<file path="src/pkg/eeprom_regs.svh">
// named constants for the serial eeprom command controller
`ifndef EEPROM_REGS_SVH
`define EEPROM_REGS_SVH

// opcodes, sent msb first
`define CMD_WRITE_ENABLE 8'h06
`define CMD_WRITE_DISABLE 8'h04
`define CMD_STATUS_READ 8'h05
`define CMD_STATUS_WRITE 8'h01
`define CMD_MEM_READ 8'h03
`define CMD_MEM_WRITE 8'h02
// ident page read and lock state read share one code
`define CMD_IDENT_PAGE_READ 8'h83
// ident page write and page lock share one code
`define CMD_IDENT_PAGE_WRITE 8'h82

// status byte bit positions
`define SR_WRITE_DISABLE 7
`define SR_BLOCK_HI 3
`define SR_BLOCK_LO 2
`define SR_WEL 1
`define SR_WIP 0

// block protect codes and range bases
`define BP_NONE 2'h0
`define BP_QUARTER 2'h1
`define BP_HALF 2'h2
`define BP_ALL 2'h3
`define BASE_QUARTER 17'h18000
`define BASE_HALF 17'h10000

// serial framing
`define BIT_LAST 3'h7
`define ADDR_LAST 2'h2

// write cycle timing
`define WRITE_TIME_US 5000
`define CLOCK_MHZ 100
`define TIMER_W 19

// avalon register byte offsets
`define REG_STATUS 4'h0
`define REG_CTRL 4'h4
`define REG_LAST 4'h8
`define REG_WRITTEN 4'hc

// reset value of the pin synchroniser {pick_n, pause_n, protect_n, sck, mosi}
`define PIN_IDLE 5'h1c

`endif

</file>
<file path="src/pkg/eeprom_pkg.sv">
// types shared by the serial eeprom command controller
package eeprom_pkg;
    typedef enum logic [4:0] {
        PH_OPCODE = 5'h01,
        PH_ADDR = 5'h02,
        PH_DATA = 5'h04,
        PH_READOUT = 5'h08,
        PH_WAIT = 5'h10
    } phase_t;
endpackage

</file>
<file path="src/hw/pin_sync.sv">
// two-stage synchroniser for the serial pins
`timescale 1ns/1ns
`include "eeprom_regs.svh"
module pin_sync (
    input wire logic clk,
    input wire logic rst_n,
    input wire logic [4:0] pins,
    output logic [4:0] synced
);
    logic [4:0] stage1;
    logic [4:0] next_stage1;
    logic [4:0] next_synced;

    // first stage feeds only the second
    always_comb begin
        next_stage1 = pins;
        next_synced = stage1;
    end

    always_ff @(posedge clk or negedge rst_n) begin
        if (!rst_n) begin
            stage1 <= `PIN_IDLE;
            synced <= `PIN_IDLE;
        end else begin
            stage1 <= next_stage1;
            synced <= next_synced;
        end
    end
endmodule // pin_sync

</file>
<file path="src/hw/eeprom_cmd_ctrl.sv">
// serial eeprom command decode, protection and protocol control
//
// Design decisions made here: the placing of the registers and the Avalon-MM interface to the registers.
`timescale 1ns/1ns
`include "eeprom_regs.svh"
module eeprom_cmd_ctrl
    import eeprom_pkg::*;
#(
    parameter int WRITE_CYCLE_CYCLES = `WRITE_TIME_US * `CLOCK_MHZ
) (
    input wire logic CLOCK,
    input wire logic RSTN,
    input wire logic PICK_N,
    input wire logic SCK,
    input wire logic MOSI,
    input wire logic PAUSE_N,
    input wire logic PROTECT_PIN_N,
    output logic MISO_LINE,
    output logic MISO_LINE_OE,
    output logic STANDBY,
    input wire logic [3:0] ADDRESS,
    input wire logic READ,
    input wire logic WRITE,
    input wire logic [31:0] WRITEDATA,
    input wire logic [3:0] BYTEENABLE,
    output logic [31:0] READDATA,
    output logic WAITREQUEST
);
    logic [4:0] synced;
    logic cs_n, hold_n, wp_n, sck, mosi;
    logic cs_d, hold_d, sck_d;

    // serial state
    logic sel, armed, paused, started, have_data, unknown;
    phase_t phase;
    logic [2:0] bit_cnt;
    logic [1:0] addr_cnt;
    logic [7:0] shift_in, opcode, data0, out_sh;
    logic [23:0] addr;
    // status and write cycle state
    logic write_enable_latch, write_in_progress, wdis, pend_sr;
    logic [1:0] bp, pend_bp;
    logic pend_wdis;
    logic [`TIMER_W-1:0] timer;
    logic [7:0] last_op;
    logic last_exec, last_rej, last_prot;
    logic [16:0] waddr;
    logic [7:0] wdata;
    // software control
    logic ident_en;
    logic [7:0] read_fill;

    logic next_sel, next_armed, next_paused, next_started, next_have_data, next_unknown;
    phase_t next_phase;
    logic [2:0] next_bit_cnt;
    logic [1:0] next_addr_cnt;
    logic [7:0] next_shift_in, next_opcode, next_data0, next_out_sh;
    logic [23:0] next_addr;
    logic next_wel, next_wip, next_wdis, next_pend_sr, next_pend_wdis;
    logic [1:0] next_bp, next_pend_bp;
    logic [`TIMER_W-1:0] next_timer;
    logic [7:0] next_last_op;
    logic next_last_exec, next_last_rej, next_last_prot;
    logic [16:0] next_waddr;
    logic [7:0] next_wdata;
    logic next_miso, next_miso_oe, next_standby;

    logic sck_rise, sck_fall, hold_fall, hold_rise;
    logic [7:0] byte_in, status_byte;
    logic aligned, is_read, hw_locked, in_protected;

    pin_sync u_sync (
        .clk(CLOCK),
        .rst_n(RSTN),
        .pins({PICK_N, PAUSE_N, PROTECT_PIN_N, SCK, MOSI}),
        .synced(synced)
    );

    assign {cs_n, hold_n, wp_n, sck, mosi} = synced;
    // status byte layout
    assign status_byte = {wdis, 3'h0, bp, write_enable_latch, write_in_progress};
    assign byte_in = {shift_in[6:0], mosi}; // msb first
    assign aligned = (bit_cnt == 3'h0);
    assign hw_locked = wdis & ~wp_n;
    assign is_read = (opcode == `CMD_MEM_READ) || (ident_en && opcode == `CMD_IDENT_PAGE_READ);

    // protected range check on the captured address
    always_comb begin
        unique case (bp)
            `BP_NONE: in_protected = 1'b0;
            `BP_QUARTER: in_protected = (addr[16:0] >= `BASE_QUARTER);
            `BP_HALF: in_protected = (addr[16:0] >= `BASE_HALF);
            `BP_ALL: in_protected = 1'b1;
        endcase
    end

    // edges seen by the system clock; clock and data dropped while paused
    always_comb begin
        sck_rise = sck & ~sck_d & sel & ~paused;
        sck_fall = ~sck & sck_d & sel & ~paused;
        hold_fall = hold_d & ~hold_n;
        hold_rise = ~hold_d & hold_n;
    end

    // serial protocol next state
    always_comb begin
        next_sel = sel;
        next_armed = armed;
        next_paused = paused;
        next_started = started;
        next_have_data = have_data;
        next_unknown = unknown;
        next_phase = phase;
        next_bit_cnt = bit_cnt;
        next_addr_cnt = addr_cnt;
        next_shift_in = shift_in;
        next_opcode = opcode;
        next_data0 = data0;
        next_out_sh = out_sh;
        next_addr = addr;
        next_wel = write_enable_latch;
        next_wip = write_in_progress;
        next_wdis = wdis;
        next_bp = bp;
        next_pend_sr = pend_sr;
        next_pend_bp = pend_bp;
        next_pend_wdis = pend_wdis;
        next_timer = timer;
        next_last_op = last_op;
        next_last_exec = last_exec;
        next_last_rej = last_rej;
        next_last_prot = last_prot;
        next_waddr = waddr;
        next_wdata = wdata;
        next_miso = MISO_LINE;

        // self-timed write cycle; latch clears on completion
        if (write_in_progress) begin
            next_timer = timer - `TIMER_W'(1);
            if (timer == `TIMER_W'(1)) begin
                next_wip = 1'b0;
                next_wel = 1'b0;
                if (pend_sr) begin
                    next_bp = pend_bp;
                    next_wdis = pend_wdis;
                    next_pend_sr = 1'b0;
                end
            end
        end

        if (!sel) begin
            // first selection needs a falling edge after power-up
            if (cs_n) begin
                next_armed = 1'b1;
            end else if (cs_d && armed) begin
                next_sel = 1'b1;
            end
        end else if (cs_n) begin
            // deselect: run the command only if framed on a byte edge
            next_last_op = opcode;
            next_last_exec = 1'b0;
            next_last_rej = 1'b0;
            next_last_prot = 1'b0;
            if (phase == PH_DATA && have_data && aligned && opcode == `CMD_MEM_WRITE) begin
                if (!write_enable_latch) begin
                    next_last_rej = 1'b1;
                end else if (in_protected) begin
                    next_last_prot = 1'b1;
                end else begin
                    next_wip = 1'b1;
                    next_timer = `TIMER_W'(WRITE_CYCLE_CYCLES);
                    next_waddr = addr[16:0];
                    next_wdata = data0;
                    next_last_exec = 1'b1;
                end
            end else if (!paused && aligned) begin
                if (phase == PH_WAIT && !unknown && opcode == `CMD_WRITE_ENABLE) begin
                    next_wel = 1'b1;
                    next_last_exec = 1'b1;
                end else if (phase == PH_WAIT && !unknown && opcode == `CMD_WRITE_DISABLE) begin
                    next_wel = 1'b0;
                    next_last_exec = 1'b1;
                end else if (phase == PH_DATA && have_data && opcode == `CMD_STATUS_WRITE) begin
                    if (!write_enable_latch || hw_locked) begin
                        next_last_rej = 1'b1;
                    end else begin
                        next_wip = 1'b1;
                        next_timer = `TIMER_W'(WRITE_CYCLE_CYCLES);
                        next_pend_sr = 1'b1;
                        next_pend_bp = data0[`SR_BLOCK_HI:`SR_BLOCK_LO];
                        next_pend_wdis = data0[`SR_WRITE_DISABLE];
                        next_last_exec = 1'b1;
                    end
                end else if (phase == PH_DATA && have_data && opcode == `CMD_IDENT_PAGE_WRITE) begin
                    if (!write_enable_latch) begin
                        next_last_rej = 1'b1;
                    end else begin
                        next_wip = 1'b1;
                        next_timer = `TIMER_W'(WRITE_CYCLE_CYCLES);
                        next_last_exec = 1'b1;
                    end
                end
            end
            // drop the command, keep latch and busy flag
            next_sel = 1'b0;
            next_paused = 1'b0;
            next_started = 1'b0;
            next_have_data = 1'b0;
            next_unknown = 1'b0;
            next_phase = PH_OPCODE;
            next_bit_cnt = 3'h0;
            next_addr_cnt = 2'h0;
        end else begin
            // pause entry and exit with the serial clock low
            if (!paused && hold_fall && !sck) begin
                next_paused = 1'b1;
            end else if (paused && hold_rise && !sck) begin
                next_paused = 1'b0;
            end
            if (sck_rise) begin
                next_shift_in = byte_in;
                next_bit_cnt = bit_cnt + 3'h1; // position survives a pause
                if (bit_cnt == `BIT_LAST) begin
                    unique case (phase)
                        PH_OPCODE: begin
                            next_opcode = byte_in;
                            next_phase = PH_WAIT;
                            if (byte_in == `CMD_STATUS_READ) begin
                                next_phase = PH_READOUT;
                                next_out_sh = status_byte;
                            end else if (write_in_progress) begin
                                next_unknown = 1'b1;
                            end else if (byte_in == `CMD_WRITE_ENABLE || byte_in == `CMD_WRITE_DISABLE) begin
                                next_phase = PH_WAIT;
                            end else if (byte_in == `CMD_STATUS_WRITE) begin
                                next_phase = PH_DATA;
                            end else if (byte_in == `CMD_MEM_READ || byte_in == `CMD_MEM_WRITE) begin
                                next_phase = PH_ADDR;
                            end else if (ident_en && (byte_in == `CMD_IDENT_PAGE_READ
                                    || byte_in == `CMD_IDENT_PAGE_WRITE)) begin
                                next_phase = PH_ADDR;
                            end else begin
                                next_unknown = 1'b1;
                            end
                        end
                        PH_ADDR: begin
                            next_addr = {addr[15:0], byte_in};
                            next_addr_cnt = addr_cnt + 2'h1;
                            if (addr_cnt == `ADDR_LAST) begin
                                next_phase = is_read ? PH_READOUT : PH_DATA;
                                next_out_sh = read_fill;
                            end
                        end
                        PH_DATA: begin
                            if (!have_data) begin
                                next_data0 = byte_in;
                            end
                            next_have_data = 1'b1;
                        end
                        PH_READOUT: begin
                            next_out_sh = (opcode == `CMD_STATUS_READ) ? status_byte : read_fill;
                        end
                        PH_WAIT: begin
                            next_phase = PH_WAIT;
                        end
                        default: begin
                            next_phase = PH_WAIT;
                        end
                    endcase
                end
            end
            // output bits change after the falling edge
            if (sck_fall && phase == PH_READOUT) begin
                next_miso = out_sh[7];
                next_out_sh = {out_sh[6:0], 1'b0};
                next_started = 1'b1;
            end
        end
        next_miso_oe = next_sel && next_started && !next_paused && next_phase == PH_READOUT;
        next_standby = !next_sel && !next_wip;
    end

    always_ff @(posedge CLOCK or negedge RSTN) begin
        if (!RSTN) begin
            cs_d <= 1'b1;
            hold_d <= 1'b1;
            sck_d <= 1'b0;
            sel <= 1'b0;
            armed <= 1'b0;
            paused <= 1'b0;
            started <= 1'b0;
            have_data <= 1'b0;
            unknown <= 1'b0;
            phase <= PH_OPCODE;
            bit_cnt <= 3'h0;
            addr_cnt <= 2'h0;
            shift_in <= 8'h00;
            opcode <= 8'h00;
            data0 <= 8'h00;
            out_sh <= 8'h00;
            addr <= 24'h000000;
            write_enable_latch <= 1'b0;
            write_in_progress <= 1'b0;
            wdis <= 1'b0;
            bp <= `BP_NONE;
            pend_sr <= 1'b0;
            pend_bp <= `BP_NONE;
            pend_wdis <= 1'b0;
            timer <= '0;
            last_op <= 8'h00;
            last_exec <= 1'b0;
            last_rej <= 1'b0;
            last_prot <= 1'b0;
            waddr <= 17'h00000;
            wdata <= 8'h00;
            MISO_LINE <= 1'b0;
            MISO_LINE_OE <= 1'b0;
            STANDBY <= 1'b1;
        end else begin
            cs_d <= cs_n;
            hold_d <= hold_n;
            sck_d <= sck;
            sel <= next_sel;
            armed <= next_armed;
            paused <= next_paused;
            started <= next_started;
            have_data <= next_have_data;
            unknown <= next_unknown;
            phase <= next_phase;
            bit_cnt <= next_bit_cnt;
            addr_cnt <= next_addr_cnt;
            shift_in <= next_shift_in;
            opcode <= next_opcode;
            data0 <= next_data0;
            out_sh <= next_out_sh;
            addr <= next_addr;
            write_enable_latch <= next_wel;
            write_in_progress <= next_wip;
            wdis <= next_wdis;
            bp <= next_bp;
            pend_sr <= next_pend_sr;
            pend_bp <= next_pend_bp;
            pend_wdis <= next_pend_wdis;
            timer <= next_timer;
            last_op <= next_last_op;
            last_exec <= next_last_exec;
            last_rej <= next_last_rej;
            last_prot <= next_last_prot;
            waddr <= next_waddr;
            wdata <= next_wdata;
            MISO_LINE <= next_miso;
            MISO_LINE_OE <= next_miso_oe;
            STANDBY <= next_standby;
        end
    end

    // avalon slave: one wait cycle, then answer
    logic next_ident_en, next_waitrequest;
    logic [7:0] next_read_fill;
    logic [31:0] next_readdata;

    always_comb begin
        next_ident_en = ident_en;
        next_read_fill = read_fill;
        next_readdata = READDATA;
        next_waitrequest = 1'b1;
        if ((READ || WRITE) && WAITREQUEST) begin
            next_waitrequest = 1'b0;
            // writes leave the last read data standing
            if (READ) begin
                unique case (ADDRESS)
                    `REG_STATUS: next_readdata = {21'h000000, unknown, paused, sel, status_byte};
                    `REG_CTRL: next_readdata = {16'h0000, read_fill, 7'h00, ident_en};
                    `REG_LAST: next_readdata = {21'h000000, last_prot, last_rej, last_exec, last_op};
                    `REG_WRITTEN: next_readdata = {wdata, 7'h00, waddr};
                    default: next_readdata = 32'h00000000;
                endcase
            end
        end
        if (WRITE && !WAITREQUEST && ADDRESS == `REG_CTRL) begin
            if (BYTEENABLE[0]) begin
                next_ident_en = WRITEDATA[0];
            end
            if (BYTEENABLE[1]) begin
                next_read_fill = WRITEDATA[15:8];
            end
        end
    end

    always_ff @(posedge CLOCK or negedge RSTN) begin
        if (!RSTN) begin
            ident_en <= 1'b0;
            read_fill <= 8'hff;
            READDATA <= 32'h00000000;
            WAITREQUEST <= 1'b1;
        end else begin
            ident_en <= next_ident_en;
            read_fill <= next_read_fill;
            READDATA <= next_readdata;
            WAITREQUEST <= next_waitrequest;
        end
    end
endmodule // eeprom_cmd_ctrl

</file>
<file path="config.mk">
export PLATFORM = sky130hd
export DESIGN_NAME = eeprom_cmd_ctrl
export DESIGN_NICKNAME = d
export VERILOG_FILES = /design/src/pkg/eeprom_pkg.sv /design/src/hw/pin_sync.sv /design/src/hw/eeprom_cmd_ctrl.sv
export VERILOG_INCLUDE_DIRS = /design/src /design/src/pkg
export SDC_FILE = /design/constraint.sdc
export NUM_CORES = 1
export LEC_CHECK = 0
export BUFFER_PORTS_ARGS = -buffer_cell sky130_fd_sc_hd__buf_2
export CELL_PAD_IN_SITES_DETAIL_PLACEMENT = 2
export CELL_PAD_IN_SITES_GLOBAL_PLACEMENT = 2
export CORE_UTILIZATION = 38
export CTS_CLUSTER_DIAMETER = 100
export DETAILED_ROUTE_END_ITERATION = 8
export GPL_ROUTABILITY_DRIVEN = 0
export PLACE_DENSITY_LB_ADDON = 0.1
export SETUP_SLACK_MARGIN = 0.2
export SLEW_MARGIN = 20
export SYNTH_ARGS = -nofsm -noshare
export SYNTH_HDL_FRONTEND = slang
export SYNTH_SLANG_ARGS = --single-unit
</file>
<file path="constraint.sdc">
create_clock -name CLOCK -period 2.9 [get_ports CLOCK]
set_clock_uncertainty 0.15 [all_clocks]
set_input_delay 0.58 -clock CLOCK [delete_from_list [all_inputs] [get_ports CLOCK]]
set_output_delay 0.58 -clock CLOCK [all_outputs]
set_load 0.1 [all_outputs]
</file>
After elaboration in Yosys (flattened, before gate mapping)
Cells that the tools add are included.
{ "totals": {"reg_bits": 186, "in_bits": 49, "mem_bits_rw": 0, "latch_bits": 0, "romBits": 0, "memories": 0} }
{ "classes": {"eq_ne": 38, "add_sub_neg": 3, "n_reduce_logical": 68, "multipliers": 0, "n_div": 0, "shift": 0, "order_cmp": 2, "bitwise": 23, "n_mux": 120} }
{ "ops": {"columns": ["operator", "count"], "rows": [
  ["$mux 19", 13],
  ["$pmux 32 s4", 1],
  ["$mux 1", 79],
  ["$mux 5", 11],
  ["$eq 8x3->1 const B", 6],
  ["$mux 8", 6],
  ["$ge 17x17->1 const B", 2],
  ["$eq 8x2->1 const B", 4],
  ["$eq 8x8->1 const B", 4],
  ["$logic_and 1x1->1", 24],
  ["$pmux 8 s3", 1],
  ["$eq 19x1->1 const B", 1],
  ["$sub 19x1->19 const B", 1],
  ["$eq 8x1->1 const B", 2],
  ["$pmux 5 s3", 1],
  ["$reduce_and 5->1", 3],
  ["$not 1->1", 14],
  ["$reduce_bool 2->1", 7],
  ["$ne 3x2->1 const B", 4],
  ["$reduce_and 2->1", 6],
  ["$eq 5x4->1 const B", 2],
  ["$and 1x1->1", 9],
  ["$reduce_and 3->1", 3],
  ["$reduce_and 9->1", 1],
  ["28 further kinds", 49]
]} }

Logic depth before layout (Yosys ltp)
Gate-level depths: netlist of run 1.
{ "depth": {"depth_word": 16, "depth_mapped": 9, "depth_no_buf": 7} }

Hierarchy
A second synthesis of run 1 with hierarchy kept.
{ "unflattened": {"hier_cells": 673, "hier_area_um2": 7938.9} }
{ "modules_own_cells": {"columns": ["module", "instances", "seq_area_each_um2", "cells_each", "area_each_um2"], "rows": [
  ["eeprom_cmd_ctrl", 1, 4245.3, 663, 7681.1],
  ["pin_sync", 1, 257.7, 10, 257.7]
]} }

Least setup slack after synthesis of run 1
OpenSTA, ideal clock, no wires.
{ "synth_path": {"kind": "flip-flop to flip-flop", "startpoint": "register timer[5]", "endpoint": "register bp[0]", "path_buffers": 1, "arrival_time_ns": 2.139, "setup_slack_ns": 0.483, "period_less_slack_ns": 2.417, "stages_incl_launch_ff": 7, "t_required_ns": 2.622, "path_cell_list": "dfrtp_1 or4_1 clkbuf_1 or3_1 nor3_1 and2_1 mux2_1"} }
{ "synth_between": {"elab_chain_len": 2} }
{ "synth_lines": {"columns": ["item", "line_no", "rtl"], "rows": [
  ["from (decl)", "eeprom_cmd_ctrl.sv:44", "logic [`TIMER_W-1:0] timer;"],
  ["from (signal assigned)", "eeprom_cmd_ctrl.sv:344", "timer <= next_timer;"],
  ["$eq 19x1->1", "eeprom_cmd_ctrl.sv:140", "if (timer == `TIMER_W'(1)) begin"],
  ["$reduce_and 3->1 (no line)", null, null],
  ["to (signal assigned)", "eeprom_cmd_ctrl.sv:305", "bp <= `BP_NONE;"],
  ["to (signal assigned)", "eeprom_cmd_ctrl.sv:340", "bp <= next_bp;"],
  ["to (decl)", "eeprom_cmd_ctrl.sv:42", "logic [1:0] bp, pend_bp;"]
]} }
Every way passes these cells.
A chain may end at the register's enable or synchronous reset.

Worst setup path after layout of run 1
{ "layout_path": {"startpoint": "register opcode[3]", "endpoint": "register pend_wdis"} }
{ "layout_between": {"elab_chain_len": 4, "elab_cells_between_ends": 12, "cone_classes": "4 x eq/ne; 3 x bitwise; 5 x reduce/logical"} }
{ "layout_lines": {"columns": ["item", "line_no", "rtl"], "rows": [
  ["from (decl)", "eeprom_cmd_ctrl.sv:38", "logic [7:0] shift_in, opcode, data0, out_sh;"],
  ["from (signal assigned)", "eeprom_cmd_ctrl.sv:333", "opcode <= next_opcode;"],
  ["$eq 8x3->1 (no line) or $eq 8x2->1 (tied branches)", null, null],
  ["$logic_and 1x1->1 (no line)", null, null],
  ["$not 1->1 (no line)", null, null],
  ["$reduce_and 8->1 (no line) *", null, null],
  ["to (signal assigned)", "eeprom_cmd_ctrl.sv:343", "pend_wdis <= next_pend_wdis;"],
  ["to (decl)", "eeprom_cmd_ctrl.sv:43", "logic pend_wdis;"]
]} }
Mark *: on every way between the ends. The rest lies on a longest branch, timed or not.

==> impl_results.md, run 1 <==
* Switching Share at approximately 29%
* Post-synth ARST share at between 90% and 100%
* Sequential Power Share at between 40% and 50%
* Root Driver: clkbuf_16
* Final Hold Fails at 0
* Ports at 85
* Via-to-Cell Ratio at between 5 and 6
* Tmin final at ~2.6 ns
* Rows at 52
* Top-count cell post-synth: dfrtp_1
* Startpoint Class: flop
* HPWL after detailed placement at ~17000 um
* CP required at roughly 3 ns
* Die Span X at 147 um
* Final net count at ~880
* Leakage power at about 4.5 nW
* Clk sinks at between 150 and 200
* Die area at between 20000 and 25000 um2
* Initial core utilization at 39.1%
* Routed len/inst at ~21 um
* Clock-pin slew of the registers on the worst-case setup and hold paths at roughly 0.08 ns
* Hold Path Class: in2reg
* Avg Inst Size Synth at approximately 11 um2
* Yosys top cell area share at between 50 and 60%
* Routed WL at roughly 23000 um
* Max_cap viols at 0
* Multi-input logic area at 3260 um2
* Drt drc at 0
* Hold slack at 0.0873 ns
* Commonest cells post-synth: dfrtp_1 (160), nand2_1 (152), mux2_2 (56)
* Seq/Total Area, Yosys at 56.4%
* Critical path endpoint category: flop
* Net Sw Power at 1.64 mW
* Ys flop type: dfrtp_1
* Number of fill cells at 2143
* DR iter-0 viols at ~230
* Slew @ Worst Pin at ~1.0 ns
* Power Density at ~600 nW/um2
* Worst-Skew Late Latency at 0.43 ns
* Vias at roughly 6000
* Share of layout cells above drive strength 1 at 26.5%
* Critical path class: reg2reg
* Internal Power at just under 4 mW
* Gate power share at between 10 and 15%
* Final setup viols at 0
* Mapped Cells at ~750
* Largest net degree at the start of global routing at 53
* Clock power frac at around two fifths
* Core Footprint at about 20000 um2
* Initial antenna violation count at 0
* Slew HR at 31.8%
* Die H at 147 um
* Syn Std Cell Area at between 7000 and 8000 um2
* H-tree lvl count at 4
* First-pass GRT wire length at 37500 um
* Total grt overflow at 0
* IO Port Bufs at 52
* Total CTS buffers at 17
* FF+latch count, synth at about 180
* Yosys warnings at 0
* Leading area contributor after synthesis: dfrtp_1
* Antenna Cells at 0
* Pre-Repair DR Iteration Count at 5
* Setup TNS at 0 ns
* Clock Path Buffers at 2
* Status: finished, final reports clean
* TritonCTS clock tree: yes
* Tot GR Track Use at a little under a quarter
* Register area at 4500 um2
* Slew Viols, Final at 0
* Critical Path Fanout Max at 4
* Number of global-route vias before repair at between 6000 and 7000
* WP data arrival at ~2.8 ns
* Worst vdd ir at ~0.47 mV
* Max Freq at ~0.38 GHz
* Largest cells by area after synthesis: dfrtp_1 (50%), mux2_2 (7.9%), nand2_1 (7.1%)
* RSZ-0062 raised after global routing: no
* Syn-to-layout area delta at 17.6%
* Count of cell types in the netlist at 67
* Final worst-path cycle share at between 90 and 100%
* Routed Antenna Nets at 0
* Number of synthesized flops with an enable pin at 0
per-layer routing:
metal / up-vias / part of all wire (%) / GRT usage [%]
li1: 2759 / - / -
met1: 3098 / 43 / 28.6
met2: 130 / 51 / 39.3
met3: 37 / 4.1 / 3.45
met4: 0 / 2.5 / 8.61
met5: - / 0 / 0
placed cells by master (no fill, tap or decap), types with 5 or more instances in the layout:
| cell | synthesis | layout |
|---|---|---|
| dfrtp_1 | 160 | 160 |
| nand2_1 | 152 | 152 |
| mux2_2 | 56 | 56 |
| buf_2 | 13 | 51 |
| o21ai_0 | 44 | 44 |
| buf_4 | 8 | 41 |
| nor3_1 | 25 | 25 |
| nor2_1 | 24 | 24 |
| dfstp_2 | 19 | 19 |
| inv_1 | 17 | 17 |
| clkbuf_16 | 0 | 17 |
| or3_1 | 13 | 13 |
| xnor2_1 | 13 | 13 |
| nand3_1 | 12 | 12 |
| nor4_1 | 10 | 9 |
| a21oi_1 | 10 | 9 |
| xor2_1 | 8 | 8 |
| a22oi_1 | 8 | 8 |
| a211oi_1 | 8 | 8 |
| o31ai_1 | 7 | 7 |
| conb_1 | 1 | 7 |
| nand2b_1 | 6 | 6 |
| a22o_1 | 6 | 6 |
| or4_1 | 6 | 6 |
| ha_1 | 6 | 6 |
| inv_6 | 0 | 6 |
| nor3b_1 | 6 | 5 |
per-stage QoR:
step / setup WS, ns / utilization, % / std cells / power, mW / instance area, um2
6_report: 0.273 / 46.0 / 1105 / 5.61 / 9400
5_1_grt: 0.204 / 46.0 / 1105 / 5.83 / 9400
4_1_cts: 0.198 / 45.8 / 1104 / 5.68 / 9360
3_5_place_dp: 0.185 / 42.8 / 1071 / 3.35 / 8750
3_3_place_gp: 0.228 / 42.8 / 1071 / 3.31 / 8750
2_1_floorplan: 0.483 / - / 754 / 3.06 / 8010
power groups by stage:
stage,combinational (mW),sequential (mW),clock [mW]
final,0.610,2.71,2.29
after global routing,0.660,2.72,2.45
after CTS,0.609,2.71,2.36
after detailed placement,0.594,2.76,0
after global placement,0.564,2.75,0
after floorplan,0.341,2.72,0
repair_timing:
action,in CTS,in global routing
endpoints found under the hold margin,26,0
setup endpoints to repair,4,33
hold buffers,1,0
resized for setup,2,8
buffers inserted,0,1
pin swaps,0,1
sequential cells by signal, indices dropped and copies added, names as in the netlist, 8 cells and up:
name       flops
out_sh         8
addr          17
last_op        8
data0          8
wdata          8
timer         19
READDATA      25
read_fill      8
waddr         17
opcode         8
final cells by class:
| type | instances | share of cell area, % |
|---|---|---|
| clock inverters | 15 | 1.70 |
| clock buffers | 17 | 4.53 |
| well taps | 270 | 3.60 |
| repair buffers | 98 | 6.89 |
| inverters | 17 | 0.679 |
| multi-input cells | 509 | 34.7 |
| flip-flops and latches | 179 | 47.9 |
worst max-delay path, stage by stage (launching register included):
cell and delay (ns):
dfrtp_1 0.40, or4_1 0.61, or3_1 0.38, nor4_1 0.20, and3_1 0.38, mux2_2 0.39
logic make-up (layout without fill, tap and decap cells):
family,count (synthesis),in the layout,share of synthesized area (%)
other,1,7,0.0469
AOI/OAI and AO/OA,118,118,9.98
muxes,61,61,8.57
buffers and inverters,66,147,3.68
DFF,179,179,56.4
adders and majority gates,6,6,0.940
xor gates and xnor gates,21,21,2.30
and+or+nand+nor,296,296,18.1
worst paths after layout:
| kind | start | endpoint | slack (ns) | cells after the start |
|---|---|---|---|---|
| worst min-delay path | PAUSE_N | u_sync.next_synced[3] | 0.09 | 1 |
| worst max register to register | opcode[3] | pend_wdis | 0.27 | 5 |
| worst max-delay path | opcode[3] | pend_wdis | 0.27 | 5 |
| min in group asynchronous | RSTN | READDATA[13] | 0.45 | 2 |
| max in group asynchronous | RSTN | opcode[3] | 1.40 | 3 |
| worst min register to register | u_sync.next_synced[1] | u_sync.synced[1] | 0.20 | 0 |
Note: power is estimated with default switching activity, not from simulation.
==> run 2, diff against run 1 <==
--- a/config.mk
+++ b/config.mk
@@ -7,9 +7,11 @@
 export NUM_CORES = 1
 export LEC_CHECK = 0
 export BUFFER_PORTS_ARGS = -buffer_cell sky130_fd_sc_hd__buf_2
+export CAP_MARGIN = 40
 export CELL_PAD_IN_SITES_DETAIL_PLACEMENT = 2
 export CELL_PAD_IN_SITES_GLOBAL_PLACEMENT = 2
 export CORE_UTILIZATION = 38
+export CTS_BUF_LIST = sky130_fd_sc_hd__clkbuf_16
 export CTS_CLUSTER_DIAMETER = 100
 export DETAILED_ROUTE_END_ITERATION = 8
 export GPL_ROUTABILITY_DRIVEN = 0
==> constraint.sdc (replaced) <==
create_clock -name CLOCK -period 2.9 [get_ports CLOCK]
set_clock_uncertainty 0.15 [all_clocks]
set_input_delay 0.29 -clock CLOCK [delete_from_list [all_inputs] [get_ports CLOCK]]
set_output_delay 0.29 -clock CLOCK [all_outputs]
set_load 0.1 [all_outputs]
==> impl_results.md, run 2 (synthesis results as in run 1) <==
* Top delay family on crit path: simple AND/OR/NAND/NOR gates
* Final worst-path setup slack at 0.252 ns
* Drt drc at 0
* Critical Path Fanout Max at 14
* Most common cell after layout, fill and taps aside: dfrtp_1
* Reg-to-Reg End: timer[3]
* Clock power frac at roughly 40%
* Initial core utilization at roughly 39%
* Pre-Repair DR Iteration Count at 5
* Hold Path Class: in2reg
* Via-to-Cell Ratio at around 5.4
* Die Span X at ~150 um
* Max_cap viols at 0
* WP buf/inv at 0
* Critical path endpoint category: flop
* Syn-to-layout area delta at 19.1%
* Core Footprint at a little over 20000 um2
* Setup TNS at 0 ns
* Most frequent cells in the layout: dfrtp_1 (160), nand2_1 (152), mux2_2 (56), buf_2 (51), o21ai_0 (44)
* Die H at roughly 150 um
* Die area at 21600 um2
* HPWL after detailed placement at between 15000 and 20000 um
* CP required at a little over 3 ns
* Critical path class: reg2reg
* Final net count at 892
* Sequential Power Share at about half
* Hold Startpoint: BYTEENABLE[0]
* TritonCTS clock tree: yes
* Tmin final at roughly 2.6 ns
* Worst-Skew Late Latency at roughly 0.44 ns
* Hold depth at 3
* H-tree lvl count at 4
* Number of global-route vias before repair at approximately 6700
* Net Sw Power at 1.57 mW
* Largest net degree at the start of global routing at 73
* Internal Power at roughly 4 mW
* Final worst-path cycle share at 91.3%
* Max reg flops at 25
* Clock-pin slew of the registers on the worst-case setup and hold paths at 0.07 ns
* Reg-to-reg startpoint: opcode[3]
* Worst R2R Path Depth at 5
* DR iter-0 viols at between 200 and 300
* Routed WL at between 20000 and 25000 um
* Dpl ws at approximately 0.18 ns
* Rows at 52
* Pwr Total at around 5.6 mW
* Max Freq at 0.378 GHz
* Post-placement cell count at around 1100
* Startpoint Class: flop
* Routed len/inst at a little over 20 um
* Layout Cells excl Fill at 1120
* First-pass GRT wire length at approximately 37000 um
* Clk sinks at 179
* Vias at roughly 6100
* Gate power share at between 10% and 20%
* Slew HR at 49.5%
* Biggest register: READDATA
* Share of layout cells above drive strength 1 at between 20% and 30%
* Critical Path Max Stage Delay at a little under 0.6 ns
* IO Port Bufs at 52
* Worst vdd ir at around 0.39 mV
* Slew @ Worst Pin at about 0.76 ns
* Slowest CP cell: or4_1
* Tot GR Track Use at a little under a quarter
* Clock Path Buffers at 2
* WP data arrival at about 2.8 ns
* Antenna Cells at 0
* RSZ-0062 raised after global routing: yes
* Initial antenna violation count at 0
* Switching Share at approximately 28%
* Final Hold Fails at 0
* WHS Endpoint: ident_en
* Power Density at slightly below 600 nW/um2
* Slew Viols, Final at 0
* Number of fill cells at between 2000 and 2500
* Routed Antenna Nets at 0
* Crit path cell chain: or4_1 -> or4_1 -> nor3_1 -> o211a_2 -> nor3_1
* Crit path from: opcode[3]
* Final setup viols at 0
* Total grt overflow at 0
* R2r setup slk at between 0.2 and 0.3 ns
* Leakage power at approximately 4.6 nW
* Status: finished, final reports clean
* Total CTS buffers at 17
* Root Driver: clkbuf_16
* Final instance area at ~9500 um2
* Ports at 85
* Placed inst area at roughly 9000 um2
* Largest registers: READDATA (25), timer (19)
==> run 2: routing by layer <==
metal  up-vias  wire (um)  GRT usage (%)
met5         -          0              0
met3        25        738           4.19
met2       115      11700           39.7
met1      3125      10200           28.9
li1       2791          -              -
met4         0        357           6.60
==> run 2: layout make-up <==
cell class	count	area, um2	area share (%)
Tap cell	270	338	3.55
Multi-Input combinational cell	509	3240	34.1
Timing Repair Buffer	113	787	8.27
Clock buffer	17	425	4.47
Sequential cell	179	4500	47.3
Clock inverter	15	153	1.60
Inverter	17	63.8	0.671
==> run 2: how the worst max path moves through the flow <==
stage | slack [ns] | depth (start not counted) | to
floorplan | 0.48 | 6 | bp[0]
global placement | 0.25 | 5 | out_sh[6]
detailed placement | 0.18 | 5 | out_sh[4]
CTS | 0.22 | 5 | out_sh[1]
global route | 0.11 | 5 | timer[9]
finish | 0.25 | 5 | timer[3]
==> run 2: timing repair <==
action                     in CTS  in global routing
pin swaps                       0                  1
setup endpoints to repair      12                 21
hold endpoints to repair       61                  0
gates resized for setup         2                  3
buffers inserted                0                  1
hold buffers                   17                  0
==> run 2: stage by stage <==
step / hold slack, ns / util (%)
after CTS: 0.0192 / 46.5
after detailed placement: 0.111 / 42.8
final: 0.0280 / 46.6
after global placement: 0.109 / 42.7
after global routing: 0.0323 / 46.6
after floorplan: -0.156 / -
==> run 2: power groups by stage <==
stage	Sequential, mW	Combinational [mW]	Clock, mW
3_3_place_gp	2.74	0.559	0
2_1_floorplan	2.72	0.341	0
6_report	2.70	0.618	2.29
3_5_place_dp	2.75	0.588	0
5_1_grt	2.72	0.677	2.43
4_1_cts	2.70	0.620	2.35
==> run 2: tightest hold or removal path, cell delays in order <==
cell and delay [ns]:
buf_2 0.10, nand2_1 0.06, mux2_2 0.14
